## src/blc_pkg.sv

```systemverilog
// constants shared by the binary led clock design files
// assumes one clock at the nominal rate below; no software registers
package blc_pkg;
  localparam int unsigned CLK_HZ       = 200;
  localparam int unsigned TICK_HZ      = 1;
  localparam int unsigned TICK_CYCLES  = CLK_HZ / TICK_HZ;
  localparam int unsigned TICK_W       = $clog2(TICK_CYCLES);
  localparam int unsigned SEC_W        = 6;
  localparam int unsigned MIN_W        = 6;
  localparam int unsigned HOUR_W       = 5;
  localparam int unsigned COL_W        = 4;
  localparam int unsigned ROW_W        = 3;
  localparam logic [SEC_W-1:0]  SEC_MAX  = 6'h3B;
  localparam logic [MIN_W-1:0]  MIN_MAX  = 6'h3B;
  localparam logic [HOUR_W-1:0] HOUR_MAX = 5'h17;
  localparam logic [ROW_W-1:0]  ROW_IDLE = 3'h7;
  localparam logic [ROW_W-1:0]  ROW_A    = 3'h6;
  localparam logic [ROW_W-1:0]  ROW_B    = 3'h5;
  localparam logic [ROW_W-1:0]  ROW_C    = 3'h3;
  localparam logic [COL_W-1:0]  COL_ZERO = 4'h0;
  // scan phases, gray coded along the scan order
  typedef enum logic [1:0] {
    BLC_PH_A = 2'h0,
    BLC_PH_B = 2'h1,
    BLC_PH_C = 2'h3
  } blc_phase_t;
endpackage

```

## src/blc_time_if.sv

```systemverilog
// time value carrier between the counter chain and the display scanner
// assumes both ends share sys_clk
`timescale 1ns/10ps
interface blc_time_if;
  import blc_pkg::*;
  logic [SEC_W-1:0]  sec;
  logic [MIN_W-1:0]  min;
  logic [HOUR_W-1:0] hour;
  modport prod (output sec, output min, output hour);
  modport cons (input sec, input min, input hour);
endinterface

```

## src/blc_counter.sv

```systemverilog
// cascaded seconds, minutes and hours counters
// assumes tick is a one-cycle pulse and hour_load a one-cycle load strobe
`timescale 1ns/10ps
module blc_counter
  import blc_pkg::*;
(
  // clock and reset
  input  wire logic              sys_clk,
  input  wire logic              arst_n,
  // control
  input  wire logic              tick,
  input  wire logic              hour_load,
  input  wire logic [HOUR_W-1:0] hour_preset,
  // time out
  blc_time_if.prod               tm
);
  logic [SEC_W-1:0]  sec_reg,  sec_next;
  logic [MIN_W-1:0]  min_reg,  min_next;
  logic [HOUR_W-1:0] hour_reg, hour_next;
  logic              sec_ovf, min_ovf;

  always_comb begin
    sec_next  = sec_reg;
    min_next  = min_reg;
    hour_next = hour_reg;
    sec_ovf   = tick && (sec_reg == SEC_MAX);
    min_ovf   = sec_ovf && (min_reg == MIN_MAX);
    if (tick) begin
      sec_next = sec_ovf ? '0 : sec_reg + 1'b1;
    end
    if (sec_ovf) begin
      min_next = min_ovf ? '0 : min_reg + 1'b1;
    end
    if (min_ovf) begin
      hour_next = (hour_reg == HOUR_MAX) ? '0 : hour_reg + 1'b1;
    end
    // the preset wins; it only arrives right after reset
    if (hour_load) begin
      hour_next = hour_preset;
    end
  end

  always_ff @(posedge sys_clk or negedge arst_n) begin
    if (!arst_n) begin
      sec_reg  <= '0;
      min_reg  <= '0;
      hour_reg <= '0;
    end else begin
      sec_reg  <= sec_next;
      min_reg  <= min_next;
      hour_reg <= hour_next;
    end
  end

  assign tm.sec  = sec_reg;
  assign tm.min  = min_reg;
  assign tm.hour = hour_reg;
endmodule

```

## src/blc_top.sv

```systemverilog
// binary led clock: time counters and a 3-row by 4-column led scanner
// assumes pps is synchronous to sys_clk and held low when unused
//
// Function
// - cascaded counters; overflow advances next counter
// - twelve leds driven by seven lines
// - hour counter loads preset leaving reset
// - display hours, minute bits 4:0 and seconds bit
// - rows scan 110, 101, 011, one low
// - columns carry minute, hour, seconds bits
// - zero preset after reset shows zeros
// - after one second row A shows 0001
// - each pps rising edge after the hour preset load cycle advances seconds
`timescale 1ns/10ps
module blc_top
  import blc_pkg::*;
#(
  parameter int unsigned TICK_DIV = TICK_CYCLES
)
(
  // clock and reset
  input  wire logic             sys_clk,
  input  wire logic             arst_n,
  // time source
  input  wire logic             pps,
  // hour preset, sampled as reset is released
  input  wire logic             hour_preset_bit0,
  input  wire logic             hour_preset_bit1,
  input  wire logic             hour_preset_bit2,
  input  wire logic             hour_preset_bit3,
  input  wire logic             hour_preset_bit4,
  // led matrix
  output logic      [COL_W-1:0] cols,
  output logic      [ROW_W-1:0] rows
);
  // divider width follows the parameter so a long divide cannot truncate
  localparam int unsigned DIV_W = (TICK_DIV > 1) ? $clog2(TICK_DIV) : 1;

  blc_time_if tm ();

  logic              pps_reg,  pps_next;
  logic              load_reg, load_next;
  logic [DIV_W-1:0]  div_reg,  div_next;
  logic              pps_rise, div_wrap, tick;
  blc_phase_t        ph_reg,   ph_next;
  logic [COL_W-1:0]  cols_reg, cols_next;
  logic [ROW_W-1:0]  rows_reg, rows_next;
  logic [HOUR_W-1:0] hour_preset;

  assign hour_preset = {hour_preset_bit4, hour_preset_bit3,
                        hour_preset_bit2, hour_preset_bit1,
                        hour_preset_bit0};

  // tick generation: a pps edge also restarts the divider so that an
  // attached time source keeps the internal tick from firing in between
  always_comb begin
    pps_next  = pps;
    load_next = 1'b0;
    pps_rise  = pps && !pps_reg;
    div_wrap  = (div_reg == DIV_W'(TICK_DIV - 1));
    tick      = pps_rise || div_wrap;
    if (pps_rise || div_wrap) begin
      div_next = '0;
    end else begin
      div_next = div_reg + 1'b1;
    end
  end

  // load_reg is set by reset and drops at the first edge after release,
  // so the preset is caught by a clocked load, never by the reset itself
  always_ff @(posedge sys_clk or negedge arst_n) begin
    if (!arst_n) begin
      pps_reg  <= 1'b0;
      load_reg <= 1'b1;
      div_reg  <= '0;
    end else begin
      pps_reg  <= pps_next;
      load_reg <= load_next;
      div_reg  <= div_next;
    end
  end

  blc_counter u_counter (
    .sys_clk     (sys_clk),
    .arst_n      (arst_n),
    .tick        (tick && !load_reg),
    .hour_load   (load_reg),
    .hour_preset (hour_preset),
    .tm          (tm.prod)
  );

  function automatic logic [COL_W-1:0] col_bits(
    input blc_phase_t        ph,
    input logic [SEC_W-1:0]  s,
    input logic [MIN_W-1:0]  m,
    input logic [HOUR_W-1:0] h
  );
    case (ph)
      BLC_PH_A: col_bits = {m[2:0], s[0]};
      BLC_PH_B: col_bits = {h[1:0], m[4:3]};
      BLC_PH_C: col_bits = {1'b0, h[4:2]};
      default:  col_bits = COL_ZERO;
    endcase
  endfunction

  function automatic logic [ROW_W-1:0] row_bits(input blc_phase_t ph);
    case (ph)
      BLC_PH_A: row_bits = ROW_A;
      BLC_PH_B: row_bits = ROW_B;
      BLC_PH_C: row_bits = ROW_C;
      default:  row_bits = ROW_IDLE;
    endcase
  endfunction

  // one row per clock; at 200 Hz a full frame takes 15 ms, flicker free
  always_comb begin
    case (ph_reg)
      BLC_PH_A: ph_next = BLC_PH_B;
      BLC_PH_B: ph_next = BLC_PH_C;
      BLC_PH_C: ph_next = BLC_PH_A;
      default:  ph_next = BLC_PH_A;
    endcase
    rows_next = row_bits(ph_reg);
    cols_next = col_bits(ph_reg, tm.sec, tm.min, tm.hour);
  end

  always_ff @(posedge sys_clk or negedge arst_n) begin
    if (!arst_n) begin
      ph_reg   <= BLC_PH_A;
      rows_reg <= ROW_IDLE;
      cols_reg <= COL_ZERO;
    end else begin
      ph_reg   <= ph_next;
      rows_reg <= rows_next;
      cols_reg <= cols_next;
    end
  end

  assign cols = cols_reg;
  assign rows = rows_reg;
endmodule

```

## config.mk

```make
export PLATFORM = sky130hd
export DESIGN_NAME = blc_top
export DESIGN_NICKNAME = d
export VERILOG_FILES = /design/src/blc_pkg.sv /design/src/blc_time_if.sv /design/src/blc_counter.sv /design/src/blc_top.sv
export SDC_FILE = /design/constraint.sdc
export NUM_CORES = 1
export LEC_CHECK = 0
export ABC_AREA = 1
export BUFFER_PORTS_ARGS = -buffer_cell sky130_fd_sc_hd__buf_2
export CAP_MARGIN = 20
export CORE_MARGIN = 2
export CORE_UTILIZATION = 55
export CTS_BUF_LIST = sky130_fd_sc_hd__clkbuf_4
export DETAILED_ROUTE_END_ITERATION = 16
export HOLD_SLACK_MARGIN = 0.05
export MAX_ROUTING_LAYER = met4
export PLACE_DENSITY = 0.77
export SYNTH_ARGS = -nofsm -noshare
export SYNTH_HDL_FRONTEND = slang
export SYNTH_SLANG_ARGS = --single-unit
```

## constraint.sdc

```tcl
create_clock -name sys_clk -period 1.4 [get_ports sys_clk]
set_input_delay 0.14 -clock sys_clk [delete_from_list [all_inputs] [get_ports sys_clk]]
set_output_delay 0.14 -clock sys_clk [all_outputs]
set_load 0.01 [all_outputs]
```

* Yosys cells after proc, flatten, opt, wreduce, memory -nomap -nowiden
Cells that the tools add are included.
** Cells by class
- Reductions and logical operators :: 9
- Mux-type cells :: 9
- Eq/ne operators :: 6
- Add/subtract/negate cells :: 4
** Operator list (count)
- 5-bit two-way mux :: 3
- 6-bit by 1-bit adder with 6-bit output (second input constant) :: 2
- 6-bit equality test (second input constant) :: 2
- 6-bit two-way mux :: 2
- 4-bit case mux with 3 select lines :: 1
- 3-bit case mux with 3 select lines :: 1
- 8-bit by 1-bit adder with 8-bit output (second input constant) :: 1
- 8-bit equality test (second input constant) :: 1
- 8-bit two-way mux :: 1
- 5-bit by 1-bit adder with 5-bit output (second input constant) :: 1
- 5-bit equality test (second input constant) :: 1
- 1-bit logical AND :: 4
- 2-bit case mux with 2 select lines :: 1
- 2-bit by 1-bit equality test with 1-bit output (second input constant) :: 1
- 2-bit equality test (second input constant) :: 1
- 1-bit zero test :: 2
- 2-bit zero test :: 1
- 2-bit nonzero test :: 1
- 1-bit logical OR :: 1
** Storage, ports and cells
- Bits of input ports :: 8
- Bits in registers :: 36

* Depth between registers and ports, before layout
Gate-level depths: netlist (run 1).
- Depth after elaboration :: 8
- Gate-level depth with buffers :: 10
- Mapped depth without buffers :: 10

* Hierarchy
Synthesis (run 1) repeated with hierarchy kept, for this count alone.
** Second synthesis, totals
- Cells, all modules :: 236
- Area, all modules :: 1874.3 um2
** Modules (own cells, without submodules)
- blc_counter :: cells an instance 142, times used 1, sequential area each 425.4 um2, area each 1024.7 um2
- blc_top :: cells an instance 94, times used 1, sequential area each 480.5 um2, area each 849.6 um2

* Worst setup path after synthesis (run 1)
OpenSTA, ideal clock, no wires.
- Kind :: reg-to-reg
- Start point :: reg div_reg[0]
- End point :: reg u_counter.min_reg[0] (netlist: u_counter.tm.min[0])
- Data arrival time :: 1246 ps
- Cell stages (with the launch flop) :: 11
- Setup slack :: 41 ps
- Library setup time :: 113 ps
- Clock period less this slack :: 1359 ps
- Path through :: dfrtp_1 > ha_1 > nand2_2 > nor2_4 > nand2_4 > nand2_4 > nand2_4 > nor2_8 > nand2_1 > nand2_1 > inv_1
** On the way
- Longest elaborated chain between the ends :: 6
** RTL lines
- start: declaration :: line blc_top.sv:43 : logic [DIV_W-1:0] div_reg, div_next;
- start signal: assignment :: line blc_top.sv:79 : div_reg <= div_next;
- 8-bit equality test (*) :: line blc_top.sv:60 : div_wrap = (div_reg == DIV_W'(TICK_DIV - 1));
- 1-bit logical OR (*) :: line blc_top.sv:61 : tick = pps_rise || div_wrap;
- 1-bit logical AND (*) :: line blc_top.sv:86 : .tick (tick && !load_reg),
- 1-bit logical AND (*) :: line blc_counter.sv:26 : sec_ovf = tick && (sec_reg == SEC_MAX);
- 1-bit logical AND :: line blc_counter.sv:27 : min_ovf = sec_ovf && (min_reg == MIN_MAX);
- 6-bit two-way mux :: line blc_counter.sv:32 : min_next = min_ovf ? '0 : min_reg + 1'b1;
- end signal: assignment :: line blc_counter.sv:50 : min_reg <= min_next;
- end: declaration :: line blc_counter.sv:18 : logic [MIN_W-1:0] min_reg, min_next;
Mark *: on every way between the ends. The rest lies on a longest branch, timed or not.
A chain may end at the register's enable or synchronous reset.

* Final worst setup path (run 1)
- Start point :: reg u_counter.sec_reg[0] (netlist: u_counter.tm.sec[0])
- End point :: reg u_counter.min_reg[0] (netlist: u_counter.tm.min[0])
** On the way
- Longest elaborated chain between the ends :: 4
** RTL lines
- start: declaration :: line blc_counter.sv:17 : logic [SEC_W-1:0] sec_reg, sec_next;
- start signal: assignment :: line blc_counter.sv:49 : sec_reg <= sec_next;
- 6-bit equality test (*) :: line blc_counter.sv:26
- 1-bit logical AND (*) :: line blc_counter.sv:26
- 1-bit logical AND :: line blc_counter.sv:27
- 6-bit two-way mux :: line blc_counter.sv:32
Marks and branches as above.

==> results of run 1 <==
-- area by class of cell --
class / instances / area, um^2
Fill cell: 291 / 1012
Inverter: 27 / 102.6
Clock buffer: 8 / 60.06
Tap cell: 46 / 57.56
Multi-Input combinational cell: 148 / 883.3
Timing Repair Buffer: 38 / 262.8
Sequential cell: 36 / 905.9
-- cells in the final DEF, fill, tap and decap left out, types with 4 or more instances in the layout --
cell and count:
nand2_1 47, dfrtp_1 32, inv_1 22, nand3_1 21
buf_4 20, buf_2 14, nand2_2 12, nor2_1 11
clkbuf_4 8, o21ai_0 6, nand2_4 6, nor3_1 6
xor2_1 5, inv_2 4, nand3b_1 4, dfstp_2 4
-- power by group through the flow --
stage | clock network, mW | registers (mW) | logic (mW)
after floorplan | 0 | 1.26 | 0.280
after global routing | 0.671 | 1.28 | 0.555
after detailed placement | 0 | 1.27 | 0.420
after global placement | 0 | 1.27 | 0.412
final | 0.602 | 1.26 | 0.490
after CTS | 0.618 | 1.25 | 0.438
-- logic make-up after synthesis --
| family | count (synthesis) | share of synthesized area |
|---|---|---|
| AO/OA/AOI/OAI | 17 | 0.06043 |
| XOR/XNOR | 7 | 0.03327 |
| adder cells (fa/ha/maj) | 4 | 0.02716 |
| buffers and inverters | 28 | 0.05838 |
| flip-flops | 36 | 0.4915 |
| other | 1 | 0.002035 |
| AND/OR/NAND/NOR | 119 | 0.3272 |
-- metal layers --
| metal | track usage | vias up |
|---|---|---|
| li1 | - | 771 |
| met1 | 0.2884 | 730 |
| met2 | 0.3414 | 22 |
| met3 | 0.04969 | 6 |
| met4 | 0.1185 | 0 |
| met5 | - | - |
-- worst max-delay path: stages, from the launching register on --
cell     delay, ps
dfrtp_1        400
ha_1           220
nand3_1        140
nor2_4          70
buf_4          130
buf_4          130
nand2_4        100
nand2_2         50
nand2_1         60
inv_1           30
-- Yosys cell counts, types with 2 or more instances --
library cell / instances / area (um^2)
nand2_4: 5 / 56.30
nor2_4: 2 / 22.52
nor3b_1: 2 / 15.01
nand3_1: 22 / 110.1
nand2_2: 2 / 12.51
ha_1: 4 / 50.05
xnor2_1: 2 / 17.52
nor3_1: 6 / 30.03
xor2_1: 5 / 43.79
inv_2: 4 / 15.01
o221ai_1: 2 / 17.52
o21ai_0: 9 / 45.04
nand2_1: 58 / 217.7
dfrtp_1: 32 / 800.8
nand3b_1: 4 / 30.03
a21oi_1: 2 / 10.01
dfstp_2: 4 / 105.1
inv_1: 22 / 82.58
nor2_1: 13 / 48.80
nand4_1: 2 / 12.51
-- through the flow --
step                  util  cell area (um^2)  setup TNS (ps)  cells  hold WS [ps]
floorplan                -              1843               0    212        -155.6
global placement    0.6350              2086               0    287         202.8
CTS                 0.6697              2200         -0.6534    300         72.25
detailed placement  0.6350              2086          -145.1    287         206.7
finish              0.6918              2272          -134.8    303         98.59
global route        0.6918              2272           -1663    303         115.9
-- worst max path at each step --
stage / start / end / cells past startpoint
6_report: u_counter.tm.sec[0] / u_counter.tm.min[0] / 9
5_1_grt: div_reg[0] / u_counter.tm.min[4] / 8
4_1_cts: div_reg[1] / u_counter.tm.sec[3] / 8
3_5_place_dp: div_reg[0] / u_counter.tm.min[5] / 8
3_3_place_gp: div_reg[0] / u_counter.tm.min[5] / 8
2_1_floorplan: div_reg[0] / u_counter.tm.min[0] / 10
-- timing repair --
action,CTS,global route
buffers inserted,3,3
hold buffers,2,0
gates resized for setup,5,19
endpoints found under the setup margin,6,20
pin swaps,6,10
endpoints found under the hold margin,33,0
gates cloned,0,0
==> impl_metrics.env, run 1 <==
export IMPL_power_leakage_nw=1.147
export IMPL_routed_wl_um=3765
export IMPL_pre_cts_ws_ps=-38.06
export IMPL_post_drt_via_cell_ratio=5.046
export IMPL_seq_power_share=0.535
export IMPL_clock_skew_ps=8.068
export IMPL_dp_hpwl_um=2447
export IMPL_reg2regPathDepth=9
export IMPL_p_int_mw=1.638
export IMPL_n_antenna_cell=0
export IMPL_clock_latency_ps=350
export IMPL_grt_pass1_vias=1391
export IMPL_cap_violations=0
export IMPL_power_mw=2.350
export IMPL_ios=15
export IMPL_end_kind="flop"
export IMPL_clockPowerShare=0.256
export IMPL_dr_wl_met2_um=1855
export IMPL_place_port_buffers=14
export IMPL_ys_types=30
export IMPL_grt_setup_unrepaired="yes"
export IMPL_critPathLaunchType="flop"
export IMPL_dr_pass1_iters=4
export IMPL_die_w_um=61.89
export IMPL_holdPathStages=5
export IMPL_fin_crit_sh=1.023
export IMPL_crit_type="flop to flop"
export IMPL_synth_async_reset_ratio=1.000
export IMPL_ys_seq_area_frac=0.4915
export IMPL_antenna_found_initial=0
export IMPL_final_max_slew_viol_count=0
export IMPL_rows=21
export IMPL_die_h_um=61.89
export IMPL_synth_cells=212
export IMPL_timing_fmax_mhz=698.2
export IMPL_worstHoldPathType="input port to flop"
export IMPL_r2r_setup_slack_ps=-30
export IMPL_setup_viol=8
export IMPL_met1_length_um=1738
export IMPL_crit_fanout=6
export IMPL_crit_arrival_ps=1690
export IMPL_ys_ff_latch=36
export IMPL_clkTransAtPathRegs_ps=100
export IMPL_r2r_start="u_counter.tm.sec[0]"
export IMPL_routed_top_layer="met4"
export IMPL_combPwrFrac=0.208
export IMPL_status="finished, violations left"
export IMPL_finalHoldViolCount=0
export IMPL_violations="negative setup slack"
export IMPL_synth_edf_count=0
export IMPL_htreeDepth=2
export IMPL_first_iter_violations=51
export IMPL_grt_start_max_net_pins=37
export IMPL_drive_above_1_share=0.3191
export IMPL_power_density_nw_per_um2=1034
export IMPL_cts_tree="yes"
export IMPL_syn_area_um2=1843
export IMPL_area_growth_pct=23.29
export IMPL_hp_start="hour_preset_bit1"
export IMPL_clock_root_buffer="clkbuf_4"
export IMPL_cts_buffers=5
export IMPL_cts_sinks=36
export IMPL_clockBufferDepth=2
export IMPL_initial_core_util=0.5611
export IMPL_syn_nets=224
export IMPL_avgSynthCellArea_um2=8.693
export IMPL_post_route_drc_count=0
export IMPL_yosysWarningCount=0
export IMPL_r2r_end="u_counter.tm.min[0]"
export IMPL_die_area_um2=3830
export IMPL_switching_share=0.3029
export IMPL_grt_use_total=0.2273
export IMPL_core_area_um2=3284
export IMPL_dr_total_vias=1529
export IMPL_grt_pass1_wl_um=5954
export IMPL_whs_endpoint="u_counter.tm.hour[1]"
export IMPL_dr_wl_met3_um=114
export IMPL_wl_per_cell_um=12.43
export IMPL_required_ps=1660
export IMPL_synth_top_flop_cell="dfrtp_1"
export IMPL_ant_nets=0
export IMPL_vdd_ir_drop_max_v=0.0008484
export IMPL_power_switching_mw=0.7117
export IMPL_routabilityCongestion=0.8583
export IMPL_layout_nets=268
export IMPL_largest_register_ffs=8
export IMPL_grt_overflow=0
export IMPL_worst_slack_ps=-32.17
export IMPL_min_period_ps=1432
Note: power is estimated with default switching activity, not from simulation.
==> inputs of run 2 (changes only) <==
- SYNTH_HIERARCHICAL: default -> 1
==> run 2 against run 1 <==
  * The run still ends with negative setup slack left
  * Clock-buffer cell count decreased by 1
  * Clock skew increased by 4.1 ps
  * Wire length increased by 3.4%
  * Synthesized cell count increased by 11%
  * Critical path depth increased by 3
  * Worst setup slack got worse by 390 ps
  * Total power increased by 9.0%
  * Flip-flop and latch count unchanged
  * Largest power group unchanged
  * Combinational power increased by 39%
  * Worst hold slack got worse by 9.7 ps
  * Fmax decreased by 21%
==> impl_metrics.env, run 2 <==
export IMPL_status="finished, violations left"
export IMPL_violations="negative setup slack"
export IMPL_cts_buffers=5
export IMPL_cap_violations=0
export IMPL_power_density_nw_per_um2=1116
export IMPL_dr_total_vias=1604
export IMPL_design_area_um2=2295
export IMPL_clock_root_buffer="clkbuf_4"
export IMPL_worstHoldPathType="input port to flop"
export IMPL_power_mw=2.562
export IMPL_min_period_ps=1824
export IMPL_critPathLaunchType="flop"
export IMPL_rows=21
export IMPL_antenna_found_initial=0
export IMPL_crit_type="flop to flop"
export IMPL_worst_slack_ps=-424.0
export IMPL_yosysWarningCount=6
export IMPL_die_area_um2=3891
export IMPL_ys_seq_area_frac=0.4833
export IMPL_cts_sinks=36
export IMPL_ios=15
export IMPL_synth_edf_count=0
export IMPL_crit_arrival_ps=2100
export IMPL_synth_cells=236
export IMPL_routed_wl_um=3894
export IMPL_crit_fanout=5
export IMPL_core_area_um2=3311
export IMPL_final_cell_mix="nand2_1 (75), dfrtp_1 (32), inv_1 (25), buf_4 (23)"
export IMPL_avgSynthCellArea_um2=7.942
export IMPL_grt_pass1_vias=1455
export IMPL_clock_skew_ps=12.18
export IMPL_synth_top_flop_cell="dfrtp_1"
export IMPL_required_ps=1670
export IMPL_ys_types=27
export IMPL_vdd_ir_drop_max_v=0.0008619
export IMPL_yosys_top_cells_count="nand2_1 (76), dfrtp_1 (32), inv_1 (27)"
export IMPL_largest_register_ffs=8
export IMPL_grt_setup_unrepaired="yes"
export IMPL_clockBufferDepth=2
export IMPL_grt_pass1_wl_um=6313
export IMPL_fin_crit_sh=1.303
export IMPL_dr_pass1_iters=4
export IMPL_die_w_um=62.38
export IMPL_post_route_drc_count=0
export IMPL_die_h_um=62.38
export IMPL_synth_top_cell_area_share=0.4272
export IMPL_grt_use_total=0.2127
export IMPL_setup_viol=17
export IMPL_power_leakage_nw=1.234
export IMPL_timing_fmax_mhz=548.2
export IMPL_reg2regPathDepth=12
export IMPL_synth_async_reset_ratio=1.000
export IMPL_clkTransAtPathRegs_ps=110
export IMPL_synth_top_area_cell="dfrtp_1"
export IMPL_grt_overflow=0
export IMPL_dp_hpwl_um=2686
export IMPL_htreeDepth=2
export IMPL_post_drt_via_cell_ratio=4.905
export IMPL_synth_area_top_cells="dfrtp_1 (43%), nand2_1 (15%), nand3_1 (6.1%)"
export IMPL_place_port_buffers=14
export IMPL_wl_per_cell_um=11.91
export IMPL_initial_core_util=0.5661
export IMPL_final_common_cell="nand2_1"
export IMPL_finalHoldViolCount=0
export IMPL_syn_area_um2=1874
export IMPL_synth_most_common_cell="nand2_1"
export IMPL_area_growth_pct=22.43
export IMPL_end_kind="flop"
export IMPL_syn_nets=249
export IMPL_routabilityCongestion=0.8391
export IMPL_holdPathStages=5
export IMPL_cts_tree="yes"
export IMPL_dpl_instance_area_um2=2127
export IMPL_n_antenna_cell=0
export IMPL_clock_latency_ps=340
export IMPL_final_max_slew_viol_count=0
export IMPL_first_iter_violations=74
export IMPL_ant_nets=0
export IMPL_grt_start_max_net_pins=18
export IMPL_layout_nets=293
export IMPL_ys_ff_latch=36
export IMPL_drive_above_1_share=0.3025
==> run 2: cell count changes after synthesis, sizes merged, moves of 2 or more <==
| cell | previous run | this run |
|---|---|---|
| o221ai | 2 | 0 |
| nand3b | 4 | 0 |
| buf | 1 | 3 |
| xor2 | 5 | 3 |
| inv | 26 | 31 |
| nor2 | 17 | 30 |
| nor3 | 6 | 0 |
| nand3 | 22 | 25 |
| nand2 | 65 | 81 |
| nor3b | 2 | 0 |
==> run 2: worst paths after layout <==
check,end,startpoint,slack (ps)
max,u_counter/tm.min[3],div_reg[1],-420
min,u_counter/tm.hour[1],hour_preset_bit1,90
max reg2reg,u_counter/tm.min[3],div_reg[1],-420
min reg2reg,u_counter/tm.sec[5],u_counter/tm.sec[5],500
max in group asynchronous,rows[1],arst_n,600
min in group asynchronous,u_counter/tm.min[4],arst_n,240
==> run 2: stage by stage <==
step / std cells / util / TNS (ps) / hold WS, ps / setup WS, ps
after floorplan: 236 / - / -3818 / -155.6 / -297.8
after global placement: 312 / 0.6425 / -3840 / 74.97 / -282.8
after detailed placement: 312 / 0.6425 / -4541 / 81.77 / -321.0
after CTS: 324 / 0.6727 / -4549 / 87.48 / -322.8
after global routing: 327 / 0.6931 / -8079 / 95.30 / -531.2
final: 327 / 0.6931 / -6270 / 88.90 / -424.0
==> run 2: what timing repair did <==
| item | CTS | global route |
|---|---|---|
| hold endpoints to repair | 16 | 0 |
| endpoints found under the setup margin | 17 | 17 |
| pin swaps | 1 | 10 |
| hold buffers | 2 | 0 |
| setup buffers | 2 | 3 |
| resized for setup | 2 | 13 |
==> run 2: layer usage <==
layer | part of all wire | GRT usage
met4 | 0.015 | 0.1028
met2 | 0.47 | 0.3139
met5 | 0 | -
met3 | 0.039 | 0.03964
met1 | 0.47 | 0.2866
==> run 2: area by class of cell <==
type,instances,area (um^2)
Multi-Input combinational cell,166,883.3
Tap cell,46,57.56
Clock buffer,7,52.55
Fill cell,266,1016
Timing Repair Buffer,40,274.0
Clock inverter,1,5.005
Sequential cell,36,905.9
Inverter,31,116.4
==> run 2: where the power goes <==
part	internal (mW)	leakage [nW]	switching, mW	total (mW)
clock	0.235	0.0361	0.331	0.566
sequential	1.19	0.448	0.124	1.31
combinational	0.312	0.750	0.370	0.682
==> run 2: worst max-delay path, cell delays in order, from the launching register on <==
cell and delay [ps]:
dfrtp_1 380, ha_2 190, inv_2 40, nor2_2 100, nand2_2 100, a21oi_2 180
nand2_1 110, inv_2 90, nand2_2 70, nor2_4 200, buf_4 150, nand4_1 60
o21ai_1 90
==> run 2: kinds of logic (layout without fill, tap and decap cells) <==
| group | Yosys count | in the layout | share of synthesized area |
|---|---|---|---|
| other | 1 | 1 | 0.002001 |
| buffers and inverters | 34 | 79 | 0.07343 |
| AOI/OAI and AO/OA | 13 | 13 | 0.04206 |
| xor gates and xnor gates | 5 | 5 | 0.02337 |
| and+or+nand+nor | 141 | 141 | 0.3364 |
| muxes | 1 | 1 | 0.006008 |
| adders and majority gates | 5 | 5 | 0.03338 |
| DFF | 36 | 36 | 0.4833 |
==> inputs of run 3 (changes only) <==
- ABC_AREA: 1 -> default
- SETUP_SLACK_MARGIN: default -> 0.5
==> run 3 against run 2 <==
  * The flow still finishes with violations (negative setup slack)
  * Worst hold slack gained 97 ps
  * Worst setup slack got worse by 220 ps
  * Critical path depth shrank 2
  * Total power up 15%
  * Clock-buffer cell count decreased by 2
  * Area after synthesis fell by 8.2%
  * First-iteration DRC count is 5.4% higher
  * Largest power group unchanged
  * Highest routed layer unchanged
==> impl_metrics.env, run 3 <==
export IMPL_die_area_um2=3592
export IMPL_grt_use_total=0.2644
export IMPL_synth_top_flop_cell="dfrtp_1"
export IMPL_synth_edf_count=0
export IMPL_status="finished, violations left"
export IMPL_power_density_nw_per_um2=1169
export IMPL_cts_buffers=5
export IMPL_clockBufferDepth=2
export IMPL_final_common_cell="buf_4"
export IMPL_power_leakage_nw=1.203
export IMPL_clock_root_buffer="clkbuf_4"
export IMPL_timing_fmax_mhz=489.1
export IMPL_worst_slack_ps=-644.5
export IMPL_fin_crit_sh=1.460
export IMPL_clock_skew_ps=12.60
export IMPL_grt_overflow=0
export IMPL_dpl_instance_area_um2=2120
export IMPL_setup_viol=17
export IMPL_critical_path_cell_chain="ha_2 -> and4b_1 -> a31o_4 -> nor2b_4 -> nand3_4 -> buf_4 -> nor2_4 -> buf_6 -> nand2_2 -> mux2_4"
export IMPL_n_antenna_cell=0
export IMPL_yosys_top_cells_count="dfrtp_1 (32), nor2_1 (17), o21ai_0 (14)"
export IMPL_clock_latency_ps=360
export IMPL_largest_register_ffs=8
export IMPL_die_h_um=59.93
export IMPL_dr_pass1_iters=6
export IMPL_core_area_um2=3003
export IMPL_worstHoldPathType="input port to flop"
export IMPL_ant_nets=0
export IMPL_critPathBufInv=2
export IMPL_cts_tree="yes"
export IMPL_layout_nets=244
export IMPL_post_drt_via_cell_ratio=5.781
export IMPL_critPathLaunchType="flop"
export IMPL_synth_top_area_cell="dfrtp_1"
export IMPL_die_w_um=59.93
export IMPL_crit_type="flop to flop"
export IMPL_dp_hpwl_um=2652
export IMPL_final_max_slew_viol_count=0
export IMPL_ys_seq_area_frac=0.5265
export IMPL_dp_cells=240
export IMPL_syn_area_um2=1720
export IMPL_end_kind="flop"
export IMPL_min_period_ps=2045
export IMPL_yosysWarningCount=6
export IMPL_htreeDepth=2
export IMPL_drive_above_1_share=0.4569
export IMPL_crit_fanout=5
export IMPL_synth_most_common_cell="dfrtp_1"
export IMPL_area_growth_pct=47.05
export IMPL_cts_sinks=36
export IMPL_grt_pass1_wl_um=6651
export IMPL_cp_top_family="simple AND/OR/NAND/NOR gates"
export IMPL_ios=15
export IMPL_initial_core_util=0.5729
export IMPL_vdd_ir_drop_max_v=0.0007758
export IMPL_grt_start_max_net_pins=22
export IMPL_synth_cells=163
export IMPL_ys_ff_latch=36
export IMPL_crit_arrival_ps=2300
export IMPL_cpPeakStageDelay_ps=380
export IMPL_dr_total_vias=1532
export IMPL_synth_top_cell_area_share=0.4655
export IMPL_grt_pass1_vias=1497
export IMPL_routabilityCongestion=0.9164
export IMPL_cp_slowest_cell="dfrtp_1"
export IMPL_violations="negative setup slack"
export IMPL_fin_cells=265
export IMPL_cap_violations=0
export IMPL_clkTransAtPathRegs_ps=120
export IMPL_avgSynthCellArea_um2=10.55
export IMPL_rows=20
export IMPL_syn_nets=176
export IMPL_design_area_um2=2530
export IMPL_pre_cts_ws_ps=-573.8
export IMPL_antenna_found_initial=0
export IMPL_wl_per_cell_um=16.62
export IMPL_finalHoldViolCount=0
export IMPL_grt_setup_unrepaired="yes"
export IMPL_ys_types=43
export IMPL_post_route_drc_count=0
export IMPL_routed_wl_um=4404
export IMPL_synth_async_reset_ratio=1.000
export IMPL_final_cell_mix="buf_4 (32), dfrtp_1 (30), buf_6 (15), nor2_1 (12), buf_2 (10)"
export IMPL_required_ps=1660
export IMPL_first_iter_violations=78
export IMPL_synth_area_top_cells="dfrtp_1 (47%), dfstp_2 (6.1%), o21ai_0 (4.1%)"
export IMPL_place_port_buffers=14
run 3: cell count changes after synthesis, moves of 3 or more:
cell,before,now
clkbuf_1,0,3
inv_1,27,6
inv_2,4,0
mux2i_1,0,6
nand2_1,76,11
nand2_2,4,0
nand3_1,23,11
nor2_1,22,17
nor2_2,6,0
nor2b_1,0,4
o21ai_0,2,14
o21ai_1,6,0
or3_1,0,3
run 3: metal layers:
layer | vias up | share of wire | track usage
li1 | 715 | - | -
met3 | 12 | 0.055 | 0.06710
met4 | 0 | 0.018 | 0.09841
met2 | 67 | 0.52 | 0.4332
met1 | 738 | 0.41 | 0.3132
met5 | - | 0 | -
run 3: where the power goes:
part           switching (mW)  leakage (nW)  internal (mW)
combinational           0.435         0.709          0.470
sequential              0.107         0.452           1.19
clock                   0.385        0.0412          0.372
total                   0.926          1.20           2.03
run 3: worst paths after layout:
| kind | to | cells past startpoint | startpoint | slack (ps) |
|---|---|---|---|---|
| max | u_counter/tm.min[2] | 10 | div_reg[1] | -640 |
| min | div_reg[4] | 3 | pps | 190 |
| max reg2reg | u_counter/tm.min[2] | 10 | div_reg[1] | -640 |
| min reg2reg | rows[2] | 1 | ph_reg[1] | 550 |
| max in group asynchronous | load_reg | 3 | arst_n | 640 |
| min in group asynchronous | u_counter/tm.hour[4] | 2 | arst_n | 220 |
run 3: cell type report:
class / count / area, um^2
clock buffers: 5 / 37.54
clock inverters: 3 / 42.54
fillers: 146 / 473.0
inverters: 6 / 22.52
multi-input cells: 117 / 928.4
flip-flops and latches: 36 / 908.4
well taps: 33 / 41.29
repair buffers: 65 / 549.3
run 3: cells by family (layout without fill, tap and decap cells):
| logic type | count (synthesis) | in the layout | share of synthesized area |
|---|---|---|---|
| fa+ha+maj | 5 | 5 | 0.03636 |
| flops | 36 | 36 | 0.5265 |
| simple gates | 65 | 65 | 0.2124 |
| buf+inv | 10 | 79 | 0.02254 |
| mux | 9 | 9 | 0.05455 |
| xor+xnor | 6 | 6 | 0.03055 |
| other cells | 1 | 1 | 0.002180 |
| compound gates | 31 | 31 | 0.1149 |
run 3: tightest hold or removal path: cells and delay by family:
family,cells,cell delay (ps)
and+or+nand+nor,2,260
buffers and inverters,1,110
run 3: what timing repair did:
action / in CTS / in global routing
gates resized for setup: 30 / 19
setup buffers: 7 / 3
pin swaps: 12 / 9
cloned: 0 / 0
hold endpoints to repair: 41 / 0
hold buffers: 7 / 0
setup endpoints to repair: 38 / 37
run 3: per-stage QoR:
step,hold slack (ps),utilization,power [mW],setup TNS [ps]
2_1_floorplan,-155.6,-,1.648,-9143
3_3_place_gp,65.94,0.7058,1.974,-6746
3_5_place_dp,78.76,0.7058,2.008,-7669
4_1_cts,145.4,0.8050,2.857,-8655
5_1_grt,198.7,0.8425,3.119,-11600
6_report,185.5,0.8425,2.958,-9578
